<file path="config.mk">
export PLATFORM = sky130hd
export DESIGN_NAME = rtcal_alarm_ctrl
export DESIGN_NICKNAME = d
export VERILOG_FILES = /design/src/logic/rtcal_spi_slave.v /design/src/logic/rtcal_alarm_ctrl.v
export VERILOG_INCLUDE_DIRS = /design/src /design/src/logic
export SDC_FILE = /design/constraint.sdc
export NUM_CORES = 1
export LEC_CHECK = 0
export BUFFER_PORTS_ARGS = -buffer_cell sky130_fd_sc_hd__clkbuf_2
export CAP_MARGIN = 20
export CORE_MARGIN = 2
export CORE_UTILIZATION = 42
export CTS_CLUSTER_DIAMETER = 60
export DETAILED_ROUTE_END_ITERATION = 16
export HOLD_SLACK_MARGIN = 0.08
export MAX_ROUTING_LAYER = met4
export SETUP_SLACK_MARGIN = 0.02
export SYNTH_ARGS = -nofsm -noshare
export SYNTH_HDL_FRONTEND = slang
export SYNTH_HIERARCHICAL = 1
export SYNTH_SLANG_ARGS = --single-unit
</file>
<file path="constraint.sdc">
create_clock -name core_clk_in -period 5.9 [get_ports core_clk_in]
set_input_delay 0.295 -clock core_clk_in [delete_from_list [all_inputs] [get_ports core_clk_in]]
set_output_delay 0.295 -clock core_clk_in [all_outputs]
set_load 0.03 [all_outputs]
</file>
<file path="src/logic/rtcal_defs.vh">
// Constants for the alarm, control and square-wave logic of the RTC.
// Assumes a 10 MHz core clock and a 32.768 kHz oscillator on a pin.
`ifndef RTCAL_DEFS_VH
`define RTCAL_DEFS_VH

// Register offsets (7-bit pointer)
`define RTCAL_OFS_A1_SEC 7'h07
`define RTCAL_OFS_A1_MIN 7'h08
`define RTCAL_OFS_A1_HOUR 7'h09
`define RTCAL_OFS_A1_DAY 7'h0a
`define RTCAL_OFS_A2_MIN 7'h0b
`define RTCAL_OFS_A2_HOUR 7'h0c
`define RTCAL_OFS_A2_DAY 7'h0d
`define RTCAL_OFS_CTRL 7'h0e
`define RTCAL_OFS_STAT 7'h0f

// Control register fields
`define RTCAL_CTRL_OSC_STOP 7
`define RTCAL_CTRL_BACKUP_WAVE 6
`define RTCAL_CTRL_CONVERT 5
`define RTCAL_CTRL_RATE_HI 4
`define RTCAL_CTRL_RATE_LO 3
`define RTCAL_CTRL_IRQ_SEL 2
`define RTCAL_CTRL_A2_IE 1
`define RTCAL_CTRL_A1_IE 0
`define RTCAL_CTRL_RESET 8'h1c

// Status register fields
`define RTCAL_STAT_BUSY 2
`define RTCAL_STAT_A2F 1
`define RTCAL_STAT_A1F 0

// Alarm register fields
`define RTCAL_MASK_BIT 7
`define RTCAL_DYDT_BIT 6

// Timing
`define RTCAL_CLK_HZ 10000000
`define RTCAL_BUSY_DELAY_US 2000
`define RTCAL_FORCE_TEMP_CONVERT_TIME_US 100000
`define RTCAL_AUTO_FORCE_TEMP_CONVERT_SEC 64

// Prescaler taps on a 15-bit count of oscillator edges
`define RTCAL_PRESC_BITS 15
`define RTCAL_TAP_1HZ 14
`define RTCAL_TAP_1K 4
`define RTCAL_TAP_4K 2
`define RTCAL_TAP_8K 1

`endif

</file>
<file path="src/logic/rtcal_spi_slave.v">
// Serial register port: address byte, then data bytes with auto-increment.
// Assumes the host pins are asynchronous; all are double-synchronised.
`timescale 1ns/1ps

module rtcal_spi_slave (
  input wire core_clk_in,
  input wire rst_n_in,
  input wire sclk_in,
  input wire cs_n_in,
  input wire din_in,
  input wire [7:0] rd_data_in,
  output wire [6:0] rd_addr_out,
  output reg [6:0] wr_addr_out,
  output reg [7:0] wr_data_out,
  output reg wr_stb_out,
  output reg dout_out,
  output wire dout_oe_out
);

  reg [1:0] sclk_sync;
  reg [1:0] cs_sync;
  reg [1:0] din_sync;
  reg sclk_d;
  reg cs_d;
  reg cpol;
  reg addr_phase;
  reg is_write;
  reg [2:0] bit_cnt;
  reg [6:0] in_sr;
  reg [7:0] out_sr;
  reg [6:0] ptr;
  wire sel;
  wire sclk_rise;
  wire sclk_fall;
  wire sample;
  wire launch;

  ////////////////////////////////////////////////////////////////////////
  // Two-stage synchronisers; only stage 2 (bit 1) is looked at by logic
  always @(posedge core_clk_in) begin
    if (!rst_n_in) begin
      sclk_sync <= 2'h0;
      cs_sync <= 2'h3;
      din_sync <= 2'h0;
      sclk_d <= 1'b0;
      cs_d <= 1'b1;
    end else begin
      sclk_sync <= {sclk_sync[0], sclk_in};
      cs_sync <= {cs_sync[0], cs_n_in};
      din_sync <= {din_sync[0], din_in};
      sclk_d <= sclk_sync[1];
      cs_d <= cs_sync[1];
    end
  end

  assign sel = ~cs_sync[1];
  assign sclk_rise = sclk_sync[1] & ~sclk_d;
  assign sclk_fall = ~sclk_sync[1] & sclk_d;
  // Both clock-phase-one modes: sample on the trailing edge
  assign sample = sel & (cpol ? sclk_rise : sclk_fall);
  assign launch = sel & (cpol ? sclk_fall : sclk_rise);
  assign rd_addr_out = ptr;
  assign dout_oe_out = sel & ~addr_phase & ~is_write;

  ////////////////////////////////////////////////////////////////////////
  // Byte assembly, pointer and read shifter
  always @(posedge core_clk_in) begin
    if (!rst_n_in) begin
      cpol <= 1'b0;
      addr_phase <= 1'b1;
      is_write <= 1'b0;
      bit_cnt <= 3'h0;
      in_sr <= 7'h00;
      out_sr <= 8'h00;
      ptr <= 7'h00;
      wr_addr_out <= 7'h00;
      wr_data_out <= 8'h00;
      wr_stb_out <= 1'b0;
      dout_out <= 1'b0;
    end else begin
      wr_stb_out <= 1'b0;
      if (cs_d && sel) begin
        // Idle clock level at select tells the mode apart
        cpol <= sclk_sync[1];
        addr_phase <= 1'b1;
        bit_cnt <= 3'h0;
      end else if (sample) begin
        in_sr <= {in_sr[5:0], din_sync[1]};
        bit_cnt <= bit_cnt + 3'h1;
        if (bit_cnt == 3'h7) begin
          if (addr_phase) begin
            addr_phase <= 1'b0;
            is_write <= in_sr[6];
            ptr <= {in_sr[5:0], din_sync[1]};
          end else begin
            if (is_write) begin
              wr_stb_out <= 1'b1;
              wr_addr_out <= ptr;
              wr_data_out <= {in_sr, din_sync[1]};
            end
            ptr <= ptr + 7'h01;
          end
        end
      end else if (launch && !addr_phase && !is_write) begin
        if (bit_cnt == 3'h0) begin
          dout_out <= rd_data_in[7];
          out_sr <= {rd_data_in[6:0], 1'b0};
        end else begin
          dout_out <= out_sr[7];
          out_sr <= {out_sr[6:0], 1'b0};
        end
      end
    end
  end

endmodule

</file>
<file path="src/logic/rtcal_alarm_ctrl.v">
// Alarm comparators, control register, square wave and conversion control.
// Assumes calendar counters on the same clock supply current BCD time and
// advance on sec_tick_out; supply pins and the oscillator are asynchronous.
//
// Function
// - Alarm one lives at 07h-0Ah, alarm two at 0Bh-0Dh, host writable.
// - Bit 7 of each alarm register masks that field from comparison.
// - Alarm one masks select every second, or seconds up to day/date.
// - Alarm two all masked fires at seconds 00; clearing adds fields.
// - Day/date bit 6: zero compares month day, one compares weekday.
// - Matches are tested only at the once-per-second time update.
// - A match sets its flag regardless of select bit and enables.
// - Pin signals interrupt for flag set, its enable and select one.
// - Select zero puts square wave on pin; alarms never interrupt.
// - Rate bits 4:3 pick 1Hz, 1.024k, 4.096k or 8.192kHz.
// - Stop bit halts oscillator only on battery; registers freeze.
// - Below power fail, wave only with bit 6 and select zero.
// - Writing convert starts a conversion only when none is running.
// - Host conversion leaves the 64-second automatic cycle untouched.
// - Busy rises about 2ms late; convert bit clears with busy.
// - Control resets to rate bits and select one, others zero.
// - Interrupt drives pin low while enabled flag stays set.
// - Flags clear only by writing zero; writing one has no effect.
// - Time and alarm fields compare as stored BCD digits.
`timescale 1ns/1ps
`include "rtcal_defs.vh"

module rtcal_alarm_ctrl #(
  parameter BUSY_DELAY_CYC = `RTCAL_BUSY_DELAY_US * (`RTCAL_CLK_HZ / 1000000),
  parameter FORCE_TEMP_CONVERT_CYC = `RTCAL_FORCE_TEMP_CONVERT_TIME_US * (`RTCAL_CLK_HZ / 1000000),
  parameter CNT_W = 21
) (
  input wire core_clk_in,
  input wire rst_n_in,
  input wire osc_32k_in,
  input wire on_battery_in,
  input wire below_pf_in,
  input wire spi_sclk_in,
  input wire spi_cs_n_in,
  input wire spi_din_in,
  output wire spi_dout_out,
  output wire spi_dout_oe_out,
  input wire [7:0] cur_sec_in,
  input wire [7:0] cur_min_in,
  input wire [7:0] cur_hour_in,
  input wire [7:0] cur_day_in,
  input wire [7:0] cur_date_in,
  output reg sec_tick_out,
  output reg osc_run_out,
  output reg compensation_busy_out,
  output reg temp_convert_start_out,
  output wire irq_wave_out,
  output reg irq_wave_oe_out
);

  localparam CV_IDLE = 3'b001;
  localparam CV_WAIT = 3'b010;
  localparam CV_BUSY = 3'b100;
  localparam integer WAIT_I = BUSY_DELAY_CYC - 1;
  localparam integer FORCE_TEMP_CONVERT_I = FORCE_TEMP_CONVERT_CYC - 1;
  localparam integer AUTO_I = `RTCAL_AUTO_FORCE_TEMP_CONVERT_SEC - 1;
  localparam [CNT_W-1:0] WAIT_LAST = WAIT_I[CNT_W-1:0];
  localparam [CNT_W-1:0] FORCE_TEMP_CONVERT_LAST = FORCE_TEMP_CONVERT_I[CNT_W-1:0];
  localparam [5:0] AUTO_LAST = AUTO_I[5:0];
  localparam PW = `RTCAL_PRESC_BITS;

  // Field compare: masked fields always agree
  function field_match;
    input mask;
    input [6:0] alarm;
    input [6:0] cur;
    begin
      field_match = mask | (alarm == cur);
    end
  endfunction

  // Day/date compare steered by the select bit
  function daydate_match;
    input [7:0] alarm;
    input [7:0] day;
    input [7:0] date;
    begin
      daydate_match = alarm[`RTCAL_MASK_BIT] |
        (alarm[5:0] == (alarm[`RTCAL_DYDT_BIT] ? day[5:0] : date[5:0]));
    end
  endfunction

  reg [7:0] a1_sec, a1_min, a1_hour, a1_day, a2_min, a2_hour, a2_day;
  reg [7:0] ctrl, rd_data;
  reg [2:0] osc_sync, cv_state;
  reg [1:0] batt_sync, pf_sync;
  reg [PW-1:0] presc;
  reg [5:0] auto_cnt;
  reg [CNT_W-1:0] cv_cnt;
  reg alarm_one_flag, alarm_two_flag, cmp_stb, auto_pend, host_run;
  reg wave, next_oe;
  wire [6:0] rd_addr, wr_addr;
  wire [7:0] wr_data;
  wire wr_stb, halt, osc_rise, wr_en, ctrl_wr, stat_wr, irq_sel;
  wire a1_hit, a2_hit, host_start, auto_due;

  rtcal_spi_slave u_port (
    .core_clk_in(core_clk_in),
    .rst_n_in(rst_n_in),
    .sclk_in(spi_sclk_in),
    .cs_n_in(spi_cs_n_in),
    .din_in(spi_din_in),
    .rd_data_in(rd_data),
    .rd_addr_out(rd_addr),
    .wr_addr_out(wr_addr),
    .wr_data_out(wr_data),
    .wr_stb_out(wr_stb),
    .dout_out(spi_dout_out),
    .dout_oe_out(spi_dout_oe_out)
  );

  ////////////////////////////////////////////////////////////////////////
  // Pin synchronisers; the oscillator gets a third stage for edge finding
  always @(posedge core_clk_in) begin
    if (!rst_n_in) begin
      osc_sync <= 3'h0;
      batt_sync <= 2'h0;
      pf_sync <= 2'h0;
    end else begin
      osc_sync <= {osc_sync[1:0], osc_32k_in};
      batt_sync <= {batt_sync[0], on_battery_in};
      pf_sync <= {pf_sync[0], below_pf_in};
    end
  end

  assign osc_rise = osc_sync[1] & ~osc_sync[2];
  // Main supply overrides the stop request
  assign halt = batt_sync[1] & ctrl[`RTCAL_CTRL_OSC_STOP];
  // A halted part keeps every register static
  assign wr_en = wr_stb & ~halt;
  assign ctrl_wr = wr_en & (wr_addr == `RTCAL_OFS_CTRL);
  assign stat_wr = wr_en & (wr_addr == `RTCAL_OFS_STAT);
  assign irq_sel = ctrl[`RTCAL_CTRL_IRQ_SEL];

  ////////////////////////////////////////////////////////////////////////
  // Prescaler and second tick; compare strobe trails the tick by a cycle
  // so the calendar has already stepped to the new second
  always @(posedge core_clk_in) begin
    if (!rst_n_in) begin
      presc <= {PW{1'b0}};
      sec_tick_out <= 1'b0;
      cmp_stb <= 1'b0;
      osc_run_out <= 1'b1;
    end else begin
      osc_run_out <= ~halt;
      sec_tick_out <= 1'b0;
      cmp_stb <= sec_tick_out;
      if (osc_rise && !halt) begin
        presc <= presc + 1'b1;
        if (&presc)
          sec_tick_out <= 1'b1;
      end
    end
  end

  ////////////////////////////////////////////////////////////////////////
  // Alarm matching on BCD fields
  assign a1_hit = field_match(a1_sec[7], a1_sec[6:0], cur_sec_in[6:0]) &
                  field_match(a1_min[7], a1_min[6:0], cur_min_in[6:0]) &
                  field_match(a1_hour[7], a1_hour[6:0], cur_hour_in[6:0]) &
                  daydate_match(a1_day, cur_day_in, cur_date_in);
  // Alarm two has no seconds field: it only fires at seconds 00
  assign a2_hit = (cur_sec_in[6:0] == 7'h00) &
                  field_match(a2_min[7], a2_min[6:0], cur_min_in[6:0]) &
                  field_match(a2_hour[7], a2_hour[6:0], cur_hour_in[6:0]) &
                  daydate_match(a2_day, cur_day_in, cur_date_in);

  ////////////////////////////////////////////////////////////////////////
  // Alarm registers, written whole, including mask and select bits
  always @(posedge core_clk_in) begin
    if (!rst_n_in) begin
      a1_sec <= 8'h00;
      a1_min <= 8'h00;
      a1_hour <= 8'h00;
      a1_day <= 8'h00;
      a2_min <= 8'h00;
      a2_hour <= 8'h00;
      a2_day <= 8'h00;
    end else if (wr_en) begin
      case (wr_addr)
        `RTCAL_OFS_A1_SEC: a1_sec <= wr_data;
        `RTCAL_OFS_A1_MIN: a1_min <= wr_data;
        `RTCAL_OFS_A1_HOUR: a1_hour <= wr_data;
        `RTCAL_OFS_A1_DAY: a1_day <= wr_data;
        `RTCAL_OFS_A2_MIN: a2_min <= wr_data;
        `RTCAL_OFS_A2_HOUR: a2_hour <= wr_data;
        `RTCAL_OFS_A2_DAY: a2_day <= wr_data;
        default: ;
      endcase
    end
  end

  ////////////////////////////////////////////////////////////////////////
  // Flags: a match in the same cycle as a clearing write wins
  always @(posedge core_clk_in) begin
    if (!rst_n_in) begin
      alarm_one_flag <= 1'b0;
      alarm_two_flag <= 1'b0;
    end else begin
      alarm_one_flag <= (cmp_stb & a1_hit) | (alarm_one_flag &
        ~(stat_wr & ~wr_data[`RTCAL_STAT_A1F]));
      alarm_two_flag <= (cmp_stb & a2_hit) | (alarm_two_flag &
        ~(stat_wr & ~wr_data[`RTCAL_STAT_A2F]));
    end
  end

  ////////////////////////////////////////////////////////////////////////
  // Control register; the convert bit is owned by the conversion logic
  assign host_start = ctrl_wr & wr_data[`RTCAL_CTRL_CONVERT] &
                      (cv_state == CV_IDLE);

  always @(posedge core_clk_in) begin
    if (!rst_n_in) begin
      ctrl <= `RTCAL_CTRL_RESET;
    end else begin
      if (ctrl_wr) begin
        ctrl[7:6] <= wr_data[7:6];
        ctrl[4:0] <= wr_data[4:0];
      end
      if (host_start)
        ctrl[`RTCAL_CTRL_CONVERT] <= 1'b1;
      else if (cv_state == CV_BUSY && cv_cnt == FORCE_TEMP_CONVERT_LAST && host_run)
        ctrl[`RTCAL_CTRL_CONVERT] <= 1'b0;
    end
  end

  ////////////////////////////////////////////////////////////////////////
  // Conversion sequencer. The automatic interval counts seconds on its own
  // and is never reset by a host request; a due slot that finds the
  // sequencer busy is held until it goes idle.
  assign auto_due = cmp_stb & (auto_cnt == AUTO_LAST);

  always @(posedge core_clk_in) begin
    if (!rst_n_in) begin
      auto_cnt <= 6'h00;
      auto_pend <= 1'b0;
      host_run <= 1'b0;
      cv_state <= CV_IDLE;
      cv_cnt <= {CNT_W{1'b0}};
      temp_convert_start_out <= 1'b0;
      compensation_busy_out <= 1'b0;
    end else begin
      temp_convert_start_out <= 1'b0;
      if (cmp_stb)
        auto_cnt <= auto_cnt + 6'h01;
      if (auto_due)
        auto_pend <= 1'b1;
      if (!halt) begin
        case (cv_state)
          CV_IDLE: begin
            cv_cnt <= {CNT_W{1'b0}};
            if (host_start) begin
              host_run <= 1'b1;
              cv_state <= CV_WAIT;
            end else if (auto_pend || auto_due) begin
              auto_pend <= 1'b0;
              temp_convert_start_out <= 1'b1;
              cv_state <= CV_BUSY;
            end
          end
          CV_WAIT: begin
            // Busy stays low through the start-up delay
            cv_cnt <= cv_cnt + 1'b1;
            if (cv_cnt == WAIT_LAST) begin
              cv_cnt <= {CNT_W{1'b0}};
              temp_convert_start_out <= 1'b1;
              cv_state <= CV_BUSY;
            end
          end
          CV_BUSY: begin
            cv_cnt <= cv_cnt + 1'b1;
            if (cv_cnt == FORCE_TEMP_CONVERT_LAST) begin
              host_run <= 1'b0;
              cv_state <= CV_IDLE;
            end
          end
          default: cv_state <= CV_IDLE;
        endcase
      end
      compensation_busy_out <= (cv_state == CV_BUSY) &&
                               !(cv_cnt == FORCE_TEMP_CONVERT_LAST && !halt);
    end
  end

  ////////////////////////////////////////////////////////////////////////
  // Shared open-drain pin: interrupt or square wave. The wave pulls low in
  // its low half and releases in its high half.
  always @* begin
    case ({ctrl[`RTCAL_CTRL_RATE_HI], ctrl[`RTCAL_CTRL_RATE_LO]})
      2'h0: wave = presc[`RTCAL_TAP_1HZ];
      2'h1: wave = presc[`RTCAL_TAP_1K];
      2'h2: wave = presc[`RTCAL_TAP_4K];
      default: wave = presc[`RTCAL_TAP_8K];
    endcase
    if (irq_sel)
      next_oe = (alarm_one_flag & ctrl[`RTCAL_CTRL_A1_IE]) |
                (alarm_two_flag & ctrl[`RTCAL_CTRL_A2_IE]);
    else if (pf_sync[1] && !ctrl[`RTCAL_CTRL_BACKUP_WAVE])
      next_oe = 1'b0;
    else
      next_oe = ~wave;
  end

  assign irq_wave_out = 1'b0;

  always @(posedge core_clk_in) begin
    if (!rst_n_in)
      irq_wave_oe_out <= 1'b0;
    else
      irq_wave_oe_out <= next_oe;
  end

  ////////////////////////////////////////////////////////////////////////
  // Read data for the serial port; unknown offsets read zero
  always @* begin
    case (rd_addr)
      `RTCAL_OFS_A1_SEC: rd_data = a1_sec;
      `RTCAL_OFS_A1_MIN: rd_data = a1_min;
      `RTCAL_OFS_A1_HOUR: rd_data = a1_hour;
      `RTCAL_OFS_A1_DAY: rd_data = a1_day;
      `RTCAL_OFS_A2_MIN: rd_data = a2_min;
      `RTCAL_OFS_A2_HOUR: rd_data = a2_hour;
      `RTCAL_OFS_A2_DAY: rd_data = a2_day;
      `RTCAL_OFS_CTRL: rd_data = ctrl;
      `RTCAL_OFS_STAT: rd_data = {5'h00, compensation_busy_out,
                                  alarm_two_flag, alarm_one_flag};
      default: rd_data = 8'h00;
    endcase
  end

endmodule

</file>
# Word level (Yosys, flattened, before mapping)
# Cells that the tools add are included.
dict set report totals {
  romBits 0
  memories 0
  ram_bits 0
  reg_bits 179
  latchBits 0
  word_cells 215
}
dict set report op_classes {
  n_lt_le_gt_ge 0
  muxes 34
  n_div 0
  bitwise_logic 54
  mul 0
  reduce_logical 42
  n_eq_ne 38
  add_sub_neg 5
  shift 0
}
# cell n
set op_table {}
lappend op_table {{equality test 7 x 4 -> 1 bit (second input constant)} 16}
lappend op_table {{case mux 8 bit (9 select lines)} 1}
lappend op_table {{case mux 21 bit (3 select lines)} 1}
lappend op_table {{equality test 7 bit} 5}
lappend op_table {{bitwise AND 1 bit} 28}
lappend op_table {{AND reduction 2 bit} 11}
lappend op_table {{adder 21 x 1 -> 21 bit (second input constant)} 1}
lappend op_table {{equality test 21 x 15 -> 1 bit (second input constant)} 1}
lappend op_table {{equality test 21 x 20 -> 1 bit (second input constant)} 1}
lappend op_table {{2-to-1 mux 21 bit} 1}
lappend op_table {{2-to-1 mux 1 bit} 19}
lappend op_table {{inverter 1 bit} 16}
lappend op_table {{adder 15 x 1 -> 15 bit (second input constant)} 1}
lappend op_table {{AND reduction 15 bit} 1}
lappend op_table {{equality test 7 x 3 -> 1 bit (second input constant)} 2}
lappend op_table {{equality test 6 bit} 2}
lappend op_table {{2-to-1 mux 3 bit} 4}
lappend op_table {{2-to-1 mux 6 bit} 2}
lappend op_table {{AND reduction 4 bit} 3}
lappend op_table {{OR 1 bit} 10}
lappend op_table {{logical AND 1 bit} 9}
lappend op_table {{case mux 3 bit (3 select lines)} 1}
lappend op_table {{2-to-1 mux 8 bit} 1}
lappend op_table {{adder 7 x 1 -> 7 bit (second input constant)} 1}
lappend op_table {{25 further kinds} 35}

# Depth between registers and ports, before layout
dict set report logic_depth {
  word_depth 9
  ltp_mapped 9
  mapped_depth_nobuf 7
}

# By module
# The synthesis kept the hierarchy.
# mod area_each_um2 instances cells_per_inst seq_area_each_um2
set by_module_without_submodules {}
lappend by_module_without_submodules {rtcal_alarm_ctrl 6547.5 1 731 2522.4}
lappend by_module_without_submodules {rtcal_spi_slave 2145.8 1 237 1041.0}

# Worst setup path after synthesis
# OpenSTA, ideal clock, no wires.
dict set report synth_timing {
  path_kind {reg-to-reg}
  from {register u_port.ptr[3] (netlist: u_port/rd_addr_out[3])}
  to {register u_port.out_sr[7]}
  required_time_ns 5.814
  period_less_slack_ns 1.965
  arrival_ns 1.880
  path_stages_with_launch 10
  path_buffers 3
  path_slack_ns 3.935
  cell_sequence {dfxtp_1 > clkbuf_1 > and3_1 > clkbuf_1 > buf_2 > nand2_1 > a211o_1 > nand3_1 > mux2i_1 > a211oi_1}
}
dict set report synth_via {
  elab_chain_cells 3
  word_cells_on_any_way 11
  cone_classes {eq/ne: 9; mux: 2}
}
# item line_no
set synth_rtl {}
lappend synth_rtl {{start, declared} rtcal_spi_slave.v:31} ;# reg [6:0] ptr;
lappend synth_rtl {{start signal, assigned} rtcal_spi_slave.v:94} ;# ptr <= {in_sr[5:0], din_sync[1]};
lappend synth_rtl {{start signal, assigned} rtcal_spi_slave.v:101} ;# ptr <= ptr + 7'h01;
lappend synth_rtl {{equality test 7 x 4 -> 1 bit / equality test 7 x 3 -> 1 bit (equally long branches)} rtcal_alarm_ctrl.v:321} ;# case (rd_addr)
lappend synth_rtl {{case mux 8 bit (9 select lines) (*)} rtcal_alarm_ctrl.v:321}
lappend synth_rtl {{via rd_data[6]} rtcal_alarm_ctrl.v:89} ;# reg [7:0] ctrl, rd_data;
lappend synth_rtl {{2-to-1 mux 8 bit (*)} rtcal_spi_slave.v:105} ;# if (bit_cnt == 3'h0) begin
lappend synth_rtl {{end signal, assigned} rtcal_spi_slave.v:107} ;# out_sr <= {rd_data_in[6:0], 1'b0};
lappend synth_rtl {{end signal, assigned} rtcal_spi_slave.v:110} ;# out_sr <= {out_sr[6:0], 1'b0};
lappend synth_rtl {{end, declared} rtcal_spi_slave.v:30} ;# reg [7:0] out_sr;
# The timed path passes the listed nets; every way through them passes the cells marked *.
# A chain may end at the register's enable or synchronous reset.

# Worst setup path in the final report
dict set report layout_timing {
  from {register ctrl[7]}
  to {register a1_min[2]}
}
dict set report layout_via {
  elab_chain_cells 4
}
# item line_no
set layout_rtl {}
lappend layout_rtl {{start, declared} rtcal_alarm_ctrl.v:89}
lappend layout_rtl {{start signal, assigned} rtcal_alarm_ctrl.v:219} ;# ctrl <= `RTCAL_CTRL_RESET;
lappend layout_rtl {{start signal, assigned} rtcal_alarm_ctrl.v:222} ;# ctrl[7:6] <= wr_data[7:6];
lappend layout_rtl {{bitwise AND 1 bit} rtcal_alarm_ctrl.v:133} ;# assign halt = batt_sync[1] & ctrl[`RTCAL_CTRL_OSC_STOP];
lappend layout_rtl {{inverter 1 bit (no line)} --}
lappend layout_rtl {{bitwise AND 1 bit} rtcal_alarm_ctrl.v:135} ;# assign wr_en = wr_stb & ~halt;
lappend layout_rtl {{AND reduction 2 bit (no line)} --}
lappend layout_rtl {{end signal, assigned} rtcal_alarm_ctrl.v:187} ;# `RTCAL_OFS_A1_MIN: a1_min <= wr_data;
lappend layout_rtl {{end, declared} rtcal_alarm_ctrl.v:88} ;# reg [7:0] a1_sec, a1_min, a1_hour, a1_day, a2_min, a2_hour, a2_day;
# No other way between the ends.

==> qor.csv <==
metric,value,unit
status,"complete, no violations",
Die Y,148,um
Worst Skew,10.8,ps
beginning of the worst hold path,cur_sec_in[4],
ys async rst share,0,%
first-pass GRT wire length,34700,um
layout cells sized above 1,11.5,%
drt first pass iters,6,
final setup fails,0,
hold path depth,4,
number of synthesized register bits,178,
R2R cell count,5,
Cell Rows,52,
CTS tree,yes,
vias in the first global route,6517,
Post-DRT Antenna Nets,0,
crit-path max FO,21,
Core Region,20300,um2
Synth area leader,dfxtp_1,
post-route cell area,9680,um2
detailed placement HPWL,14500,um
Synth-to-Final Area Change,11.3,%
Post-Syn Instances,968,
post-synthesis cell type count,78,
Worst setup SP type,flop,
synth cell count leaders,"dfxtp_1 (178), nand2_1 (95), mux2i_1 (74), nor2_1 (74), o21ai_0 (62)",
die area,21900,um2
Num Clock Sinks,178,
Leak Pwr,3.49,nW
drt total wl,21000,um
MaxCap Viol Count,0,
initial drt markers,438,
# diodes,0,
gr ovfl total,0,
critical path arrival,2940,ps
RSZ-0062 raised after global routing,no,
Synth warnings,6,
"Primary FF master, synth",dfxtp_1,
Clock Root Buffer,clkbuf_16,
clock transition at the registers of the reported paths,70,ps
Crit Reg-Reg Startpoint,ctrl[7]$_SDFFE_PN0N_,
power per standard cell area,249,nW/um2
final worst path period share,44.4,%
Reg2Reg Setup Slack,3280,ps
CTS Buf Count,17,
Slew headroom,40.6,%
Min-Delay Endpoint,alarm_two_flag$_SDFF_PN0_,
Bufs on Longest Clock Path,2,
Initial Utilization,42.8,%
setup TNS,0,ps
initial antenna violation count,0,
Reg2Reg Capture Point,a1_min[2]$_SDFFE_PN0P_,
FILL cells,1998,
"Hold Vio Cnt, Final",0,
pins over their slew limit,0,
placed inst area,9020,um2
routed vias,6895,
synthesized area,8690,um2
H-Tree Depth,4,
peak supply drop,0.195,mV
Syn Area/Cell,8.98,um2
critical setup path kind,flop to flop,
Max Freq,382,MHz
HP Class,input pin to flop,
Required @ worst endpoint,6220,ps
Post-synth EDFFs,0,
WL per Instance,16.6,um
total track usage,20.6,%
Die W,148,um
GP Congestion,0.883,
PortBufs,47,
top-count cell post-synth,dfxtp_1,
post-synth top area share,41.0,%
via density per instance,5.45,
"Seq/Total Area, Yosys",41.0,%
post-CTS sizing,0,
CP Capture Type,flop,
later-pin clock latency in the skew report,430,ps
fin nets,1037,
Worst Max-Slew Pin Slew,886,ps
DRC errors left,0,
Period minus WS final,2620,ps
largest net degree at the start of global routing,67,
total I/O pin count,56,
synthesized net count,1023,
Synth area leaders,"dfxtp_1 (41%), mux2i_1 (8.5%), xnor2_1 (5.2%)",
worst max-delay path by stage:
| stage | slack (ps) | start | endpoint | cells past startpoint |
|---|---|---|---|---|
| after floorplan | 3930 | u_port/rd_addr_out[3]$_SDFFE_PN0P_ | u_port/out_sr[7]$_SDFFE_PN0P_ | 9 |
| after global placement | 3300 | rst_n_in | cv_state[0]$_SDFFE_PN1P_ | 4 |
| after detailed placement | 3300 | ctrl[7]$_SDFFE_PN0N_ | a1_min[7]$_SDFFE_PN0P_ | 5 |
| after CTS | 3280 | ctrl[7]$_SDFFE_PN0N_ | a1_min[7]$_SDFFE_PN0P_ | 5 |
| after global routing | 3110 | ctrl[7]$_SDFFE_PN0N_ | a1_min[1]$_SDFFE_PN0P_ | 5 |
| final | 3280 | ctrl[7]$_SDFFE_PN0N_ | a1_min[2]$_SDFFE_PN0P_ | 5 |
per-stage QoR:
step                setup slack [ps]  instances  hold WS, ps  util (%)  power, W
floorplan                       3930        968          386         -   0.00131
global placement                3300       1226          392      44.4   0.00134
detailed placement              3300       1226          398      44.4   0.00134
CTS                             3280       1264          215      47.6   0.00244
global route                    3110       1265          245      47.7   0.00250
finish                          3280       1265          235      47.7   0.00241
state kept, by name, summed over array words and instances, names as in the netlist, 3 cells and up:
signal / count
a1_day: 8
a1_hour: 8
a1_min: 8
a1_sec: 8
a2_day: 8
a2_hour: 8
a2_min: 8
auto_cnt: 6
ctrl: 8
cv_cnt: 21
cv_state: 3
osc_sync: 3
presc: 15
u_port/bit_cnt: 3
u_port/in_sr: 7
u_port/out_sr: 7
u_port/rd_addr_out: 7
u_port/wr_addr_out: 7
u_port/wr_data_out: 8
critical path, cell delays in order (launching register included):
cell and delay, ps:
dfxtp_1 380, nand2_2 240, nand4b_1 740, or3_1 850, mux2i_1 240, nor2b_1 60
per-layer routing:
layer  global-route usage [%]  vias to the layer above  wire length, um
li1                         -                     3440                -
met1                     28.4                     3287            10100
met2                     31.3                      146             9660
met3                     3.15                       22              960
met4                     6.10                        0              335
met5                        -                        -                0
layout by cell type (no fill, tap or decap), types with 4 or more instances in the layout:
master         synthesis  layout
mux2i_1               74      74
nand3_1               36      36
nor2b_1               32      32
nor3_1                11      11
a21boi_0              15      15
inv_1                 12      12
a21oi_1               33      33
buf_4                  3       6
dlygate4sd3_1          0       6
nor4_1                20      20
clkbuf_2               0      46
nand2b_1              11      11
mux4_2                 6       6
a22oi_1                6       6
xnor2_1               52      52
a32oi_1                4       4
and2_1                23      23
nand2_1               95      95
o21ai_0               62      62
nor2_1                74      74
nor3b_1                5       5
clkbuf_16              0      17
clkinv_4               0       4
a31oi_1               11      11
xor2_1                31      31
ha_1                   7       7
nand4_1               14      14
and3_1                 8       8
dfxtp_1              178     178
a211oi_1              12      11
nor4b_1                4       4
power breakdown:
part | switching, W | internal (W) | leakage (nW)
registers | 0.00000608 | 0.00121 | 1.44
logic | 0.0000572 | 0.0000433 | 1.77
clock network | 0.000488 | 0.000611 | 0.286
layout make-up:
class                      count  area (um2)  share of cell area, %
clock buffer                  19         453                   4.68
clock inverter                13         125                   1.29
inverter                      13        48.8                  0.504
multi-input combinational    713        4800                   49.5
sequential                   178        3560                   36.8
tap                          270         338                   3.49
timing repair buffer          59         355                   3.67
cell families after synthesis:
family / count (synthesis) / synth area share (%)
other cells: 1 / 0.0431
simple gates: 364 / 22.2
flops: 178 / 41.0
fa+ha+maj: 7 / 1.01
buf+inv: 77 / 3.96
mux: 82 / 10.3
xor+xnor: 83 / 8.36
compound gates: 176 / 13.1
repair_timing:
item	CTS	global route
hold endpoints to repair	6	0
buffers inserted	0	0
hold buffers	6	0
(Power assumes the default switching activity.)
